## src/rtl/ebac_regs.vh

```
// Register offsets, field positions and reset values of the external
// bus area configuration block.
// Assumes a 16-bit register address from the CPU-side register port.
`ifndef EBAC_REGS_VH
`define EBAC_REGS_VH

`define EBAC_ADDR_W           16
`define EBAC_OFF_BUS_WIDTH    16'hFED0
`define EBAC_OFF_ACC_STATE    16'hFED1
`define EBAC_OFF_WAIT_HIGH    16'hFED2
`define EBAC_OFF_WAIT_LOW     16'hFED3
`define EBAC_RST_WIDTH_8BIT   8'hFF
`define EBAC_RST_WIDTH_16BIT  8'h00
`define EBAC_RST_ACC_STATE    8'hFF
`define EBAC_RST_WAIT         8'hFF
`define EBAC_MODE_16BIT       3'h4
// Wait field of area n sits at bits 2*(n%4)+1 : 2*(n%4)
`define EBAC_WAIT_FIELD_W     2
`define EBAC_AREAS_PER_WAIT_REG 4

`endif

```

## src/rtl/ebac_area_timing.v

```verilog
// One area's access timing decode from its width, state and wait bits.
// Assumes configuration bits come from registers on the same clock.
`timescale 1ns/10ps

module ebac_area_timing (
  input  wire       i_width_sel,
  input  wire       i_state_sel,
  input  wire [1:0] i_wait_sel,
  output wire       o_is_8bit,
  output wire [2:0] o_states,
  output wire [1:0] o_waits,
  output wire       o_wait_pin_en
);

  // Bit 1 means byte-wide space, 0 means word-wide
  assign o_is_8bit = i_width_sel;
  // Two-state areas take two states, three-state areas three
  assign o_states = i_state_sel ? 3'h3 : 3'h2;
  // Program waits only count in three-state areas
  assign o_waits = i_state_sel ? i_wait_sel : 2'h0;
  // External wait insertion follows the state bit
  assign o_wait_pin_en = i_state_sel;

endmodule

```

## src/rtl/ebac_top.v

```verilog
// What this block does
// - Width bit 0 means 16-bit area access; bit 1 means 8-bit.
// - Reset width bits to all ones in modes 5-7, zeros in mode 4.
// - State bit 0: two-state access, no wait insertion.
// - State bit 1: three-state access, wait insertion allowed.
// - All eight state bits reset to one and are read/write.
// - Two-bit wait field gives zero to three program wait states.
//
// Holds the four area configuration registers and decodes per-area
// timing for the external bus sequencer. Assumes i_mode is a strap
// that is stable around reset release.
//
// The implementer's own choice: the plain strobed port.
`timescale 1ns/10ps
`include "ebac_regs.vh"

module ebac_top #(
  parameter NUM_AREAS = 8
) (
  input  wire                      i_core_clk,
  input  wire                      i_rst_n,
  input  wire [2:0]                i_mode,
  input  wire [`EBAC_ADDR_W-1:0]   i_addr,
  input  wire [7:0]                i_wdata,
  input  wire                      i_wr,
  input  wire                      i_rd,
  output reg  [7:0]                o_rdata,
  output wire [NUM_AREAS-1:0]      o_area_8bit,
  output wire [NUM_AREAS*3-1:0]    o_area_states,
  output wire [NUM_AREAS*2-1:0]    o_area_waits,
  output wire [NUM_AREAS-1:0]      o_area_wait_pin_en
);

  reg  [7:0] bus_width_q;
  reg  [7:0] acc_state_q;
  reg  [7:0] wait_high_q;
  reg  [7:0] wait_low_q;
  reg        mode_sync1_q;
  reg        mode_sync2_q;
  reg  [2:0] mode0_s1_q;
  reg  [2:0] mode_cap_q;
  reg        strap_done_q;
  reg  [7:0] rdata_d;
  wire       hit_width;
  wire       hit_state;
  wire       hit_wh;
  wire       hit_wl;

  // Strap pin is from outside the clock domain: two flops first
  always @(posedge i_core_clk or negedge i_rst_n) begin
    if (!i_rst_n) begin
      mode0_s1_q <= 3'h0;
      mode_cap_q <= 3'h0;
    end else begin
      mode0_s1_q <= i_mode;
      mode_cap_q <= mode0_s1_q;
    end
  end

  // Strap applied once, at the third edge after release, so async reset
  // loads only constants; a width write on that edge still wins
  always @(posedge i_core_clk or negedge i_rst_n) begin
    if (!i_rst_n) begin
      mode_sync1_q <= 1'h0;
      mode_sync2_q <= 1'h0;
      strap_done_q <= 1'h0;
    end else begin
      mode_sync1_q <= 1'h1;
      mode_sync2_q <= mode_sync1_q;
      strap_done_q <= mode_sync2_q;
    end
  end

  assign hit_width = (i_addr == `EBAC_OFF_BUS_WIDTH);
  assign hit_state = (i_addr == `EBAC_OFF_ACC_STATE);
  assign hit_wh    = (i_addr == `EBAC_OFF_WAIT_HIGH);
  assign hit_wl    = (i_addr == `EBAC_OFF_WAIT_LOW);

  // Register writes; width reset value depends on the mode strap
  always @(posedge i_core_clk or negedge i_rst_n) begin
    if (!i_rst_n) begin
      bus_width_q <= `EBAC_RST_WIDTH_8BIT;
      acc_state_q <= `EBAC_RST_ACC_STATE;
      wait_high_q <= `EBAC_RST_WAIT;
      wait_low_q  <= `EBAC_RST_WAIT;
    end else begin
      if (i_wr && hit_width) begin
        bus_width_q <= i_wdata;
      end else if (mode_sync2_q && !strap_done_q) begin
        // Mode 4 gives word areas, other modes byte areas
        if (mode_cap_q == `EBAC_MODE_16BIT) begin
          bus_width_q <= `EBAC_RST_WIDTH_16BIT;
        end else begin
          bus_width_q <= `EBAC_RST_WIDTH_8BIT;
        end
      end
      if (i_wr && hit_state) begin
        acc_state_q <= i_wdata;
      end
      if (i_wr && hit_wh) begin
        wait_high_q <= i_wdata;
      end
      if (i_wr && hit_wl) begin
        wait_low_q <= i_wdata;
      end
    end
  end

  // Read mux; unmapped addresses read zero
  always @* begin
    rdata_d = 8'h00;
    if (hit_width) begin
      rdata_d = bus_width_q;
    end else if (hit_state) begin
      rdata_d = acc_state_q;
    end else if (hit_wh) begin
      rdata_d = wait_high_q;
    end else if (hit_wl) begin
      rdata_d = wait_low_q;
    end
  end

  // Read data stand only in the cycle after the strobe
  always @(posedge i_core_clk or negedge i_rst_n) begin
    if (!i_rst_n) begin
      o_rdata <= 8'h00;
    end else if (i_rd) begin
      o_rdata <= rdata_d;
    end else begin
      o_rdata <= 8'h00;
    end
  end

  // Per-area timing decode; areas 7..4 in the high wait register
  genvar g;
  generate
    for (g = 0; g < NUM_AREAS; g = g + 1) begin : g_area
      localparam integer FIELD_LSB =
        (g % `EBAC_AREAS_PER_WAIT_REG) * `EBAC_WAIT_FIELD_W;
      wire [7:0] wait_reg;
      assign wait_reg = (g >= `EBAC_AREAS_PER_WAIT_REG) ? wait_high_q
                                                        : wait_low_q;
      ebac_area_timing u_timing (
        .i_width_sel   (bus_width_q[g]),
        .i_state_sel   (acc_state_q[g]),
        .i_wait_sel    (wait_reg[FIELD_LSB +: `EBAC_WAIT_FIELD_W]),
        .o_is_8bit     (o_area_8bit[g]),
        .o_states      (o_area_states[g*3 +: 3]),
        .o_waits       (o_area_waits[g*2 +: 2]),
        .o_wait_pin_en (o_area_wait_pin_en[g])
      );
    end
  endgenerate

endmodule

```

## config.mk

```make
export PLATFORM = sky130hd
export DESIGN_NAME = ebac_top
export DESIGN_NICKNAME = d
export VERILOG_FILES = /design/src/rtl/ebac_area_timing.v /design/src/rtl/ebac_top.v
export VERILOG_INCLUDE_DIRS = /design/src /design/src/rtl
export SDC_FILE = /design/constraint.sdc
export NUM_CORES = 1
export LEC_CHECK = 0
export BUFFER_PORTS_ARGS = -buffer_cell sky130_fd_sc_hd__buf_2
export CORE_MARGIN = 4
export CORE_UTILIZATION = 54
export CTS_BUF_LIST = sky130_fd_sc_hd__clkbuf_4 sky130_fd_sc_hd__clkbuf_8
export CTS_CLUSTER_SIZE = 25
export DETAILED_ROUTE_END_ITERATION = 8
export PLACE_DENSITY = 0.95
export SYNTH_ARGS = -nofsm -noshare
export SYNTH_HDL_FRONTEND = slang
export SYNTH_SLANG_ARGS = --single-unit
export TNS_END_PERCENT = 10
```

## constraint.sdc

```tcl
create_clock -name i_core_clk -period 3.75 [get_ports i_core_clk]
set_input_delay 0.1875 -clock i_core_clk [delete_from_list [all_inputs] [get_ports i_core_clk]]
set_output_delay 0.1875 -clock i_core_clk [all_outputs]
set_load 0.01 [all_outputs]
```

# Word-level counts from Yosys, hierarchy flattened
# Cells that the tools add are included.
# word_totals
memories	0
mem_bits_ro	0
reg_bits	49
wordCells	46
latchBits	0
ram_bits	0
# op_classes
magnitude_cmp	0
bitwise_logic	0
n_shift	0
div	0
n_eq_ne	5
n_mux	24
n_reduce_logical	7
add_sub_neg	0
mul	0
# op_table
op	n
$eq 16x16->1 const B	4
$mux 8	8
$mux 2	8
$mux 1	8
$logic_and 1x1->1	5
$eq 3x3->1 const B	1
$reduce_bool 2->1	1
$logic_not 1->1	1

# Longest topological paths before layout
# Gate-level depths: netlist of run 1.
# depth
depth_word	6
mapped_depth	5
mapped_depth_nobuf	4

# Hierarchy
# A second synthesis of run 1 with hierarchy kept.
# unflattened
hier_cells	221
area_unflattened_um2	2566.2
# modules_own_cells
mod	cells_each	n_inst	area_per_inst_um2
ebac_top	149	1	2105.8
ebac_area_timing	9	8	57.6

# Worst setup path before layout of run 1
# OpenSTA, ideal clock, no wires.
# synth_path
kind	input -> register
startpoint	in i_addr[3]
endpoint	reg wait_low_q[0], in the netlist g_area[0].wait_reg[0]
setup_time_ns	0.082
path_stages	5
t_arrival_ns	1.715
path_slack_ns	1.953
path_cell_list	or4b_4 nor4_4 and3_2 buf_6 mux2_2
# synth_via
elab_chain_cells	2
# synth_rtl
item	line_no	text
start: declaration	ebac_top.v:23	input wire [`EBAC_ADDR_W-1:0] i_addr,
$eq 16x16->1 (no source line)	--	
$logic_and 1x1->1	ebac_top.v:103	if (i_wr && hit_wl) begin
end signal: assignment	ebac_top.v:85	wait_low_q <= `EBAC_RST_WAIT;
end signal: assignment	ebac_top.v:104	wait_low_q <= i_wdata;
end: declaration	ebac_top.v:37	reg [7:0] wait_low_q;
# No other way between the ends.
# A chain may end at the register's enable or synchronous reset.

# Worst setup path in the final report of run 1
# layout_path
startpoint	reg mode_sync2_q
endpoint	reg bus_width_q[7]
# layout_via
elab_chain_cells	2
# layout_rtl
item	line_no	text
start: declaration	ebac_top.v:39	reg mode_sync2_q;
start signal: assignment	ebac_top.v:69	mode_sync2_q <= mode_sync1_q;
$logic_and 1x1->1	ebac_top.v:89	end else if (mode_sync2_q && !strap_done_q) begin
$reduce_bool 2->1 (no source line)	--	
end signal: assignment	ebac_top.v:88	bus_width_q <= i_wdata;
end signal: assignment	ebac_top.v:92	bus_width_q <= `EBAC_RST_WIDTH_16BIT;
end signal: assignment	ebac_top.v:94	bus_width_q <= `EBAC_RST_WIDTH_8BIT;
end: declaration	ebac_top.v:34	reg [7:0] bus_width_q;
# No other way between the ends.

==> results of run 1 <==
final timing paths:
kind	slack, ns	end	cells after the start
worst max-delay path	1.84	bus_width_q[7]	4
worst min-delay path	0.06	o_rdata[0]	1
worst max register to register	1.84	bus_width_q[7]	4
worst min register to register	0.35	mode_cap_q[0]	0
max in group asynchronous	3.06	strap_done_q	1
min in group i_core_clk	0.16	bus_width_q[6]	2
per-layer routing:
layer / share of wire / routed length, um
met2: 0.50 / 2500
met3: 0.10 / 519
met1: 0.39 / 1980
met5: 0 / 0
met4: 0.0095 / 48
where the power goes:
| part | switching (W) | leakage, nW | total, W | internal (W) |
|---|---|---|---|---|
| Clock | 0.000166 | 0.0586 | 0.000371 | 0.000205 |
| Combinational | 0.0000545 | 0.822 | 0.000101 | 0.0000463 |
| Sequential | 0.00000964 | 0.548 | 0.000563 | 0.000554 |
| Total | 0.000230 | 1.43 | 0.00104 | 0.000805 |
critical path: stages (launching register included):
cell	delay, ns
dfrtp_1	0.36
nor2b_1	0.56
o21ai_0	0.56
o21ai_0	0.21
mux2_2	0.17
through the flow:
| step | cell area [um^2] | util |
|---|---|---|
| after global routing | 2810 | 0.637 |
| after CTS | 2810 | 0.637 |
| after floorplan | 2540 | - |
| after global placement | 2670 | 0.605 |
| after detailed placement | 2670 | 0.605 |
| final | 2810 | 0.637 |
cell type report:
cell class	count	area, um^2
fill	341	1600
sequential	49	1270
multi-input combinational	104	920
timing repair buffer	81	420
clock buffer	6	76.3
tap	52	65.1
clock inverter	2	35.0
inverter	8	30.0
logic make-up (layout without fill, tap and decap cells):
family,count (synthesis),after routing,share of synthesized area
AOI/OAI and AO/OA,9,9,0.0181
and+or+nand+nor,38,38,0.109
muxes,40,40,0.218
other,2,17,0.00302
DFF,49,49,0.510
buffers and inverters,52,97,0.143
cells in the final DEF, fill, tap and decap left out:
cell / instances
nor2b_1: 9
conb_1: 17
nand4b_1: 1
o21ai_0: 9
clkinv_2: 1
and3_2: 1
dfrtp_1: 17
inv_1: 8
buf_2: 78
dfstp_2: 32
dlygate4sd3_1: 3
nand2b_1: 1
nor2_1: 1
bufinv_16: 1
clkbuf_8: 5
mux4_2: 8
clkbuf_4: 1
or4_1: 1
nor4_4: 1
and2_1: 16
or4b_4: 1
nand3_1: 2
nand3b_2: 2
mux2_2: 32
nand4_1: 1
nand2_2: 1
==> flow_metrics.env, run 1 <==
export IMPL_outcome="complete, no violations"
export IMPL_clock_skew_ns=0.00509
export IMPL_pwr_density_cell_nw_per_um2=368
export IMPL_critPathKind="flop to flop"
export IMPL_gr_max_usage_layer="met2"
export IMPL_hold_viol_final=0
export IMPL_largest_reg_flops=16
export IMPL_grt_max_degree=50
export IMPL_cts_buffer_depth=2
export IMPL_syn_area_per_cell_um2=13.1
export IMPL_dp_slack_ns=1.75
export IMPL_yosysWarnings=0
export IMPL_drive_above_1_share=0.656
export IMPL_synth_main_ff_cell="dfstp_2"
export IMPL_crit_start="mode_sync2_q"
export IMPL_cts_resized=0
export IMPL_synth_cell_area_um2=2480
export IMPL_drt_iter0_drc=49
export IMPL_core_um2=4410
export IMPL_yosysMostFrequentCell="buf_4"
export IMPL_ys_types=25
export IMPL_hold_ws_ns=0.0600
export IMPL_final_setup_tns_ns=0
export IMPL_grt_total_usage=0.184
export IMPL_cts_sinks=49
export IMPL_synth_async_reset_ratio=1.00
export IMPL_layoutNonFillerInstCount=302
export IMPL_syn_inst=190
export IMPL_synth_common_cells="buf_4, dfstp_2, mux2_2, dfrtp_1, and2_1"
export IMPL_final_net_count=280
export IMPL_cp_end_kind="flop"
export IMPL_grt_util_met1=0.240
export IMPL_start_util=0.563
export IMPL_cts_tree="yes"
export IMPL_met2_usage=0.301
export IMPL_syn_to_final_growth_pct=13.2
export IMPL_routedWlPerCell_um=16.7
export IMPL_ys_top_cells_by_area="dfstp_2, dfrtp_1, mux2_2, buf_4, mux4_2"
export IMPL_synth_edf_count=0
export IMPL_grt_overflow_total=0
export IMPL_io_pins=95
export IMPL_synth_seq_area_share=0.510
export IMPL_vdd_drop_max_uv=299
export IMPL_die_area_um2=5750
export IMPL_clk_pin_slew_ns=0.08
export IMPL_drcViolationCount=0
export IMPL_via_per_inst=5.13
export IMPL_yosysTopAreaCellShare=0.339
export IMPL_clock_latency_ns=0.30
export IMPL_dr_pass1_iters=4
export IMPL_required_ns=4.00
export IMPL_post_cts_buffers=0
export IMPL_setup_slack_ns=1.84
export IMPL_ys_ff_latch=49
export IMPL_met3_usage=0.0515
export IMPL_place_congestion=0.789
export IMPL_crit_fanout=9
export IMPL_hold_buffers=3
export IMPL_setup_viol_count_final=0
export IMPL_fin_crit_ns=1.91
export IMPL_antenna_cells=0
export IMPL_portBuffers=78
export IMPL_row_count=24
export IMPL_drv_cap=0
export IMPL_arrival_ns=2.16
export IMPL_vias=1548
export IMPL_hp_class="input pin to asynchronous set/reset pin"
export IMPL_fin_crit_sh=0.510
export IMPL_totalPowerFinal_w=0.00104
export IMPL_hpwl_um=3660
export IMPL_grt_pass1_vias=1541
export IMPL_synth_top_area_cell="dfstp_2"
export IMPL_numCtsBuffers=5
export IMPL_max_freq_mhz=523
export IMPL_fp_dieW_um=75.8
export IMPL_htree_levels=2
export IMPL_wl_um=5040
export IMPL_numPlacedInstances=291
export IMPL_max_slew_margin=0.318
export IMPL_worstMarginPinSlew_ns=1.02
export IMPL_slew_violations=0
export IMPL_grt_pass1_wl_um=7680
export IMPL_antenna_found_initial=0
export IMPL_rsz0062_at_grt="false"
export IMPL_drt_antenna_violating_nets=0
export IMPL_leakage_nw=1.43
export IMPL_startpoint_type="flop"
export IMPL_die_h_um=75.8
export IMPL_timing_rr_start="mode_sync2_q"
export IMPL_cts_root_buf="clkbuf_8"
No activity file was read; power rests on OpenSTA's default activity.
==> run 2: changes to the inputs <==
Settings changed: CORE_UTILIZATION 54 to 46, PLACE_DENSITY 0.95 to 0.88.
Clock period 3.75 ns to 1.6 ns, I/O delays scaled along.
==> flow_metrics.env, run 2 (synthesis gave the netlist of run 1 again) <==
export IMPL_htree_levels=2
export IMPL_io_pins=95
export IMPL_place_congestion=0.778
export IMPL_layoutNonFillerInstCount=326
export IMPL_required_ns=1.84
export IMPL_max_slew_margin=0.604
export IMPL_grt_total_usage=0.160
export IMPL_rsz0062_at_grt="false"
export IMPL_die_area_um2=6640
export IMPL_wl_um=5070
export IMPL_hpwl_um=3720
export IMPL_clock_latency_ns=0.31
export IMPL_hold_ws_ns=0.0429
export IMPL_totalPowerFinal_w=0.00249
export IMPL_startpoint_type="input pin"
export IMPL_fillers=443
export IMPL_path_delay_family="simple AND/OR/NAND/NOR gates"
export IMPL_numCtsBuffers=5
export IMPL_vias=1524
export IMPL_max_freq_mhz=707
export IMPL_fin_crit_ns=1.41
export IMPL_leakage_nw=1.46
export IMPL_worstMarginPinSlew_ns=0.593
export IMPL_fp_dieW_um=81.5
export IMPL_drt_iter0_drc=73
export IMPL_critPathKind="input pin to flop"
export IMPL_vdd_drop_max_uv=445
export IMPL_row_count=26
export IMPL_clock_skew_ns=0.00586
export IMPL_grt_overflow_total=0
export IMPL_cts_buffer_depth=2
export IMPL_slowest_delay_ns=0.54
export IMPL_antenna_cells=0
export IMPL_cp_end_kind="flop"
export IMPL_largest_reg_flops=16
export IMPL_final_cell_area_um2=2890
export IMPL_placed_area_um2=2730
export IMPL_utilization=0.559
export IMPL_outcome="complete, no violations"
export IMPL_die_h_um=81.5
export IMPL_grt_pass1_vias=1574
export IMPL_cp_cell_sequence="buf_2 -> or4b_4 -> nor4_4 -> buf_4 -> nand3b_2 -> mux2_2"
export IMPL_dr_pass1_iters=4
export IMPL_setup_viol_count_final=0
export IMPL_crit_buf_inv=2
export IMPL_via_per_inst=4.67
export IMPL_pwr_density_cell_nw_per_um2=862
export IMPL_final_cell_mix="buf_2, mux2_2, dfstp_2"
export IMPL_grt_max_degree=50
export IMPL_arrival_ns=1.65
export IMPL_final_common_cell="buf_2"
export IMPL_final_net_count=286
export IMPL_antenna_found_initial=0
export IMPL_drcViolationCount=0
export IMPL_cts_root_buf="clkbuf_8"
export IMPL_slew_violations=0
export IMPL_drt_antenna_violating_nets=0
export IMPL_core_um2=5170
export IMPL_clk_pin_slew_ns=0.09
export IMPL_start_util=0.480
export IMPL_grt_pass1_wl_um=7730
export IMPL_portBuffers=78
export IMPL_drv_cap=0
export IMPL_fin_crit_sh=0.884
export IMPL_routedWlPerCell_um=15.5
export IMPL_cts_tree="yes"
export IMPL_post_cts_buffers=0
export IMPL_hp_class="input pin to flop"
export IMPL_hold_viol_final=0
export IMPL_numPlacedInstances=314
export IMPL_syn_to_final_growth_pct=16.4
export IMPL_crit_fanout=8
export IMPL_cp_slowest_cell="or4b_4"
export IMPL_cts_sinks=49
export IMPL_drive_above_1_share=0.660
==> run 2: area by class of cell <==
cell class	instances	area, um^2	share of cell area
Sequential cell	49	1270	0.438
Timing Repair Buffer	87	468	0.162
Clock buffer	6	82.6	0.0286
Tap cell	70	87.6	0.0303
Clock inverter	2	37.5	0.0130
Multi-Input combinational cell	104	920	0.318
Inverter	8	30.0	0.0104
==> run 2: worst paths after layout <==
| path | startpoint | cells past startpoint | to | slack, ns |
|---|---|---|---|---|
| worst max-delay path | i_addr[3] | 6 | acc_state_q[6] | 0.19 |
| worst min-delay path | i_wdata[0] | 2 | acc_state_q[0] | 0.04 |
| worst max register to register | mode_cap_q[1] | 5 | bus_width_q[1] | 0.32 |
| worst min register to register | mode_sync1_q | 0 | mode_sync2_q | 0.35 |
| max in group asynchronous | i_rst_n | 3 | g_area[0].wait_reg[2] | 0.81 |
| min in group asynchronous | i_rst_n | 3 | o_rdata[0] | 0.38 |
==> run 2: report_power, final <==
group	switching (W)	internal, W
combinational	0.000129	0.000115
clock	0.000419	0.000508
sequential	0.0000217	0.00130
total	0.000570	0.00192
==> run 2: worst reg2reg max path: stages (launching register included) <==
cell and delay [ns]:
dfrtp_1 0.37, nand2b_1 0.13, o21ai_0 0.14, buf_4 0.19, o21ai_0 0.10, mux2_2 0.28
==> run 2: timing repair <==
item,in CTS,in global routing
endpoints found under the hold margin,20,0
hold buffers,4,0
resized for setup,0,0
==> run 2: metrics by stage <==
step / TNS (ns) / setup slack, ns
4_1_cts: 0 / 0.184
3_3_place_gp: -2.64 / -0.137
6_report: 0 / 0.186
5_1_grt: 0 / 0.115
2_1_floorplan: -0.107 / -0.0133
3_5_place_dp: -2.97 / -0.142
==> run 2: layer usage <==
| layer | track usage | share of wire | vias up |
|---|---|---|---|
| met5 | 0 | 0 | - |
| met4 | 0.0794 | 0.022 | 0 |
| met3 | 0.0362 | 0.082 | 11 |
| met2 | 0.273 | 0.50 | 65 |
| met1 | 0.189 | 0.39 | 736 |
| li1 | - | - | 712 |
==> run 3: changes to the inputs <==
Settings changed: ABC_AREA from default to 1, CORE_UTILIZATION 46 to 47, CTS_CLUSTER_DIAMETER from default to 50, MAX_ROUTING_LAYER from default to met4, PLACE_DENSITY 0.88 to 0.87.
==> flow_metrics.env, run 3 <==
export IMPL_ys_types=29
export IMPL_cts_sinks=49
export IMPL_hold_viol_final=0
export IMPL_synth_cell_area_um2=2830
export IMPL_whs_path_depth=3
export IMPL_io_pins=95
export IMPL_fin_crit_ns=1.26
export IMPL_cp_cell_sequence="nand2_1 -> inv_1 -> buf_2"
export IMPL_core_um2=5680
export IMPL_r2r_setup_slack_ns=0.53
export IMPL_wl_um=6430
export IMPL_numCtsBuffers=5
export IMPL_final_cell_mix="buf_2, nand2_1, inv_1"
export IMPL_startpoint_type="flop"
export IMPL_max_slew_margin=0.607
export IMPL_fin_crit_sh=0.789
export IMPL_timing_rr_start="strap_done_q"
export IMPL_hold_buffers=4
export IMPL_gr_max_usage_layer="met2"
export IMPL_routedWlPerCell_um=14.5
export IMPL_final_cell_area_um2=3190
export IMPL_syn_to_final_growth_pct=12.8
export IMPL_synth_main_ff_cell="dfstp_2"
export IMPL_utilization=0.562
export IMPL_arrival_ns=1.18
export IMPL_cp_end_kind="primary output"
export IMPL_setup_viol_count_final=0
export IMPL_worstMarginPinSlew_ns=0.590
export IMPL_syn_inst=307
export IMPL_fp_dieW_um=85.5
export IMPL_fillers=493
export IMPL_drt_antenna_violating_nets=0
export IMPL_hp_class="input pin to flop"
export IMPL_yosysTopAreaCellShare=0.298
export IMPL_yosysWarnings=0
export IMPL_pwr_density_cell_nw_per_um2=747
export IMPL_outcome="complete, no violations"
export IMPL_max_freq_mhz=792
export IMPL_cp_slowest_cell="dfstp_2"
export IMPL_clock_skew_ns=0.00721
export IMPL_cts_root_buf="clkbuf_8"
export IMPL_drcViolationCount=0
export IMPL_post_cts_buffers=0
export IMPL_ys_ff_latch=49
export IMPL_r2r_cells=5
export IMPL_largest_reg_flops=16
export IMPL_slew_violations=0
export IMPL_grt_max_degree=50
export IMPL_synth_async_reset_ratio=1.00
export IMPL_vdd_drop_max_uv=732
export IMPL_whs_endpoint="o_rdata[5]"
export IMPL_final_setup_tns_ns=0
export IMPL_via_per_inst=5.06
export IMPL_critPathKind="flop to primary output"
export IMPL_cts_buffer_depth=2
export IMPL_grt_total_usage=0.188
export IMPL_antenna_cells=0
export IMPL_hp_start="i_rd"
export IMPL_yosysMostFrequentCell="nand2_1"
export IMPL_clock_latency_ns=0.31
export IMPL_grt_pass1_vias=2100
export IMPL_grt_overflow_total=0
export IMPL_hpwl_um=4860
export IMPL_numPlacedInstances=431
export IMPL_start_util=0.498
export IMPL_drv_cap=0
export IMPL_crit_fanout=6
export IMPL_placed_area_um2=3050
export IMPL_place_congestion=0.912
export IMPL_path_delay_family="flip-flops"
export IMPL_met3_usage=0.0413
export IMPL_antenna_found_initial=0
export IMPL_cts_tree="yes"
export IMPL_synth_edf_count=0
export IMPL_required_ns=1.52
export IMPL_final_common_cell="buf_2"
export IMPL_hold_ws_ns=0.0630
export IMPL_syn_area_per_cell_um2=9.20
export IMPL_synth_seq_area_share=0.448
export IMPL_grt_pass1_wl_um=10500
export IMPL_die_h_um=85.5
export IMPL_rsz0062_at_grt="false"
export IMPL_clk_pin_slew_ns=0.09
export IMPL_ys_top_cells_by_area="dfstp_2, dfrtp_1, buf_4, nand2_1, inv_1"
export IMPL_slowest_delay_ns=0.61
export IMPL_reg2reg_to="bus_width_q[1]"
export IMPL_crit_buf_inv=2
export IMPL_dr_pass1_iters=4
export IMPL_leakage_nw=1.72
export IMPL_grt_util_met1=0.234
export IMPL_die_area_um2=7320
export IMPL_drive_above_1_share=0.458
export IMPL_synth_top_area_cell="dfstp_2"
export IMPL_drt_iter0_drc=301
export IMPL_met2_usage=0.302
export IMPL_final_net_count=401
export IMPL_synth_common_cells="nand2_1, buf_4, inv_1, dfstp_2, nand3_1"
export IMPL_layoutNonFillerInstCount=443
export IMPL_vias=2242
export IMPL_portBuffers=78
export IMPL_row_count=27
export IMPL_cts_resized=0
export IMPL_htree_levels=2
run 3: cell types whose count changed after synthesis, moves of 9 or more:
cell     before  now
mux2_2       32    0
nand2_1       0   56
o21ai_1       0   19
nor2b_1       9    0
and2_1       16    0
inv_1         8   35
nand3_1       2   22
run 3: cell families after synthesis:
group	count (synthesis)	share of synthesized area
other	2	0.00266
AND/OR/NAND/NOR	107	0.215
flip-flops	49	0.448
AO/OA/AOI/OAI	60	0.152
buffers and inverters	89	0.182
run 3: how the worst max path moves through the flow:
stage | from | end | cells after the start
finish | acc_state_q[2] | o_area_waits[5] | 3
global route | acc_state_q[2] | o_area_waits[5] | 3
CTS | acc_state_q[2] | o_area_waits[5] | 3
detailed placement | i_addr[5] | o_rdata[4] | 8
global placement | i_addr[5] | o_rdata[0] | 8
floorplan | strap_done_q | bus_width_q[0] | 5
run 3: metrics by stage:
stage / power [W] / setup slack [ns]
finish: 0.00238 / 0.338
global route: 0.00250 / 0.307
CTS: 0.00240 / 0.343
detailed placement: 0.00161 / 0.156
global placement: 0.00160 / 0.282
floorplan: 0.00154 / 0.483
run 3: metal layers:
metal | vias to the layer above | wire length, um | share of wire
met2 | 105 | 3170 | 0.49
met3 | 15 | 467 | 0.073
met1 | 1048 | 2630 | 0.41
met5 | - | 0 | 0
met4 | 0 | 157 | 0.024
li1 | 1074 | - | -
run 3: cell type report:
class                           count  area (um^2)  share of cell area
Inverter                           42          158              0.0495
Clock buffer                        8         97.6              0.0306
Tap cell                           72         90.1              0.0283
Sequential cell                    49         1270               0.397
Multi-Input combinational cell    184         1100               0.345
Timing Repair Buffer               88          475               0.149
run 3: worst min-delay path: stages:
cell and delay (ns):
buf_2 0.14, o21ai_0 0.08, a21oi_1 0.04
run 3: report_power, final:
group	switching, W	internal [W]	leakage (nW)
clock network	0.000404	0.000387	0.0523
registers	0.0000303	0.00130	0.548
logic	0.000168	0.0000931	1.12
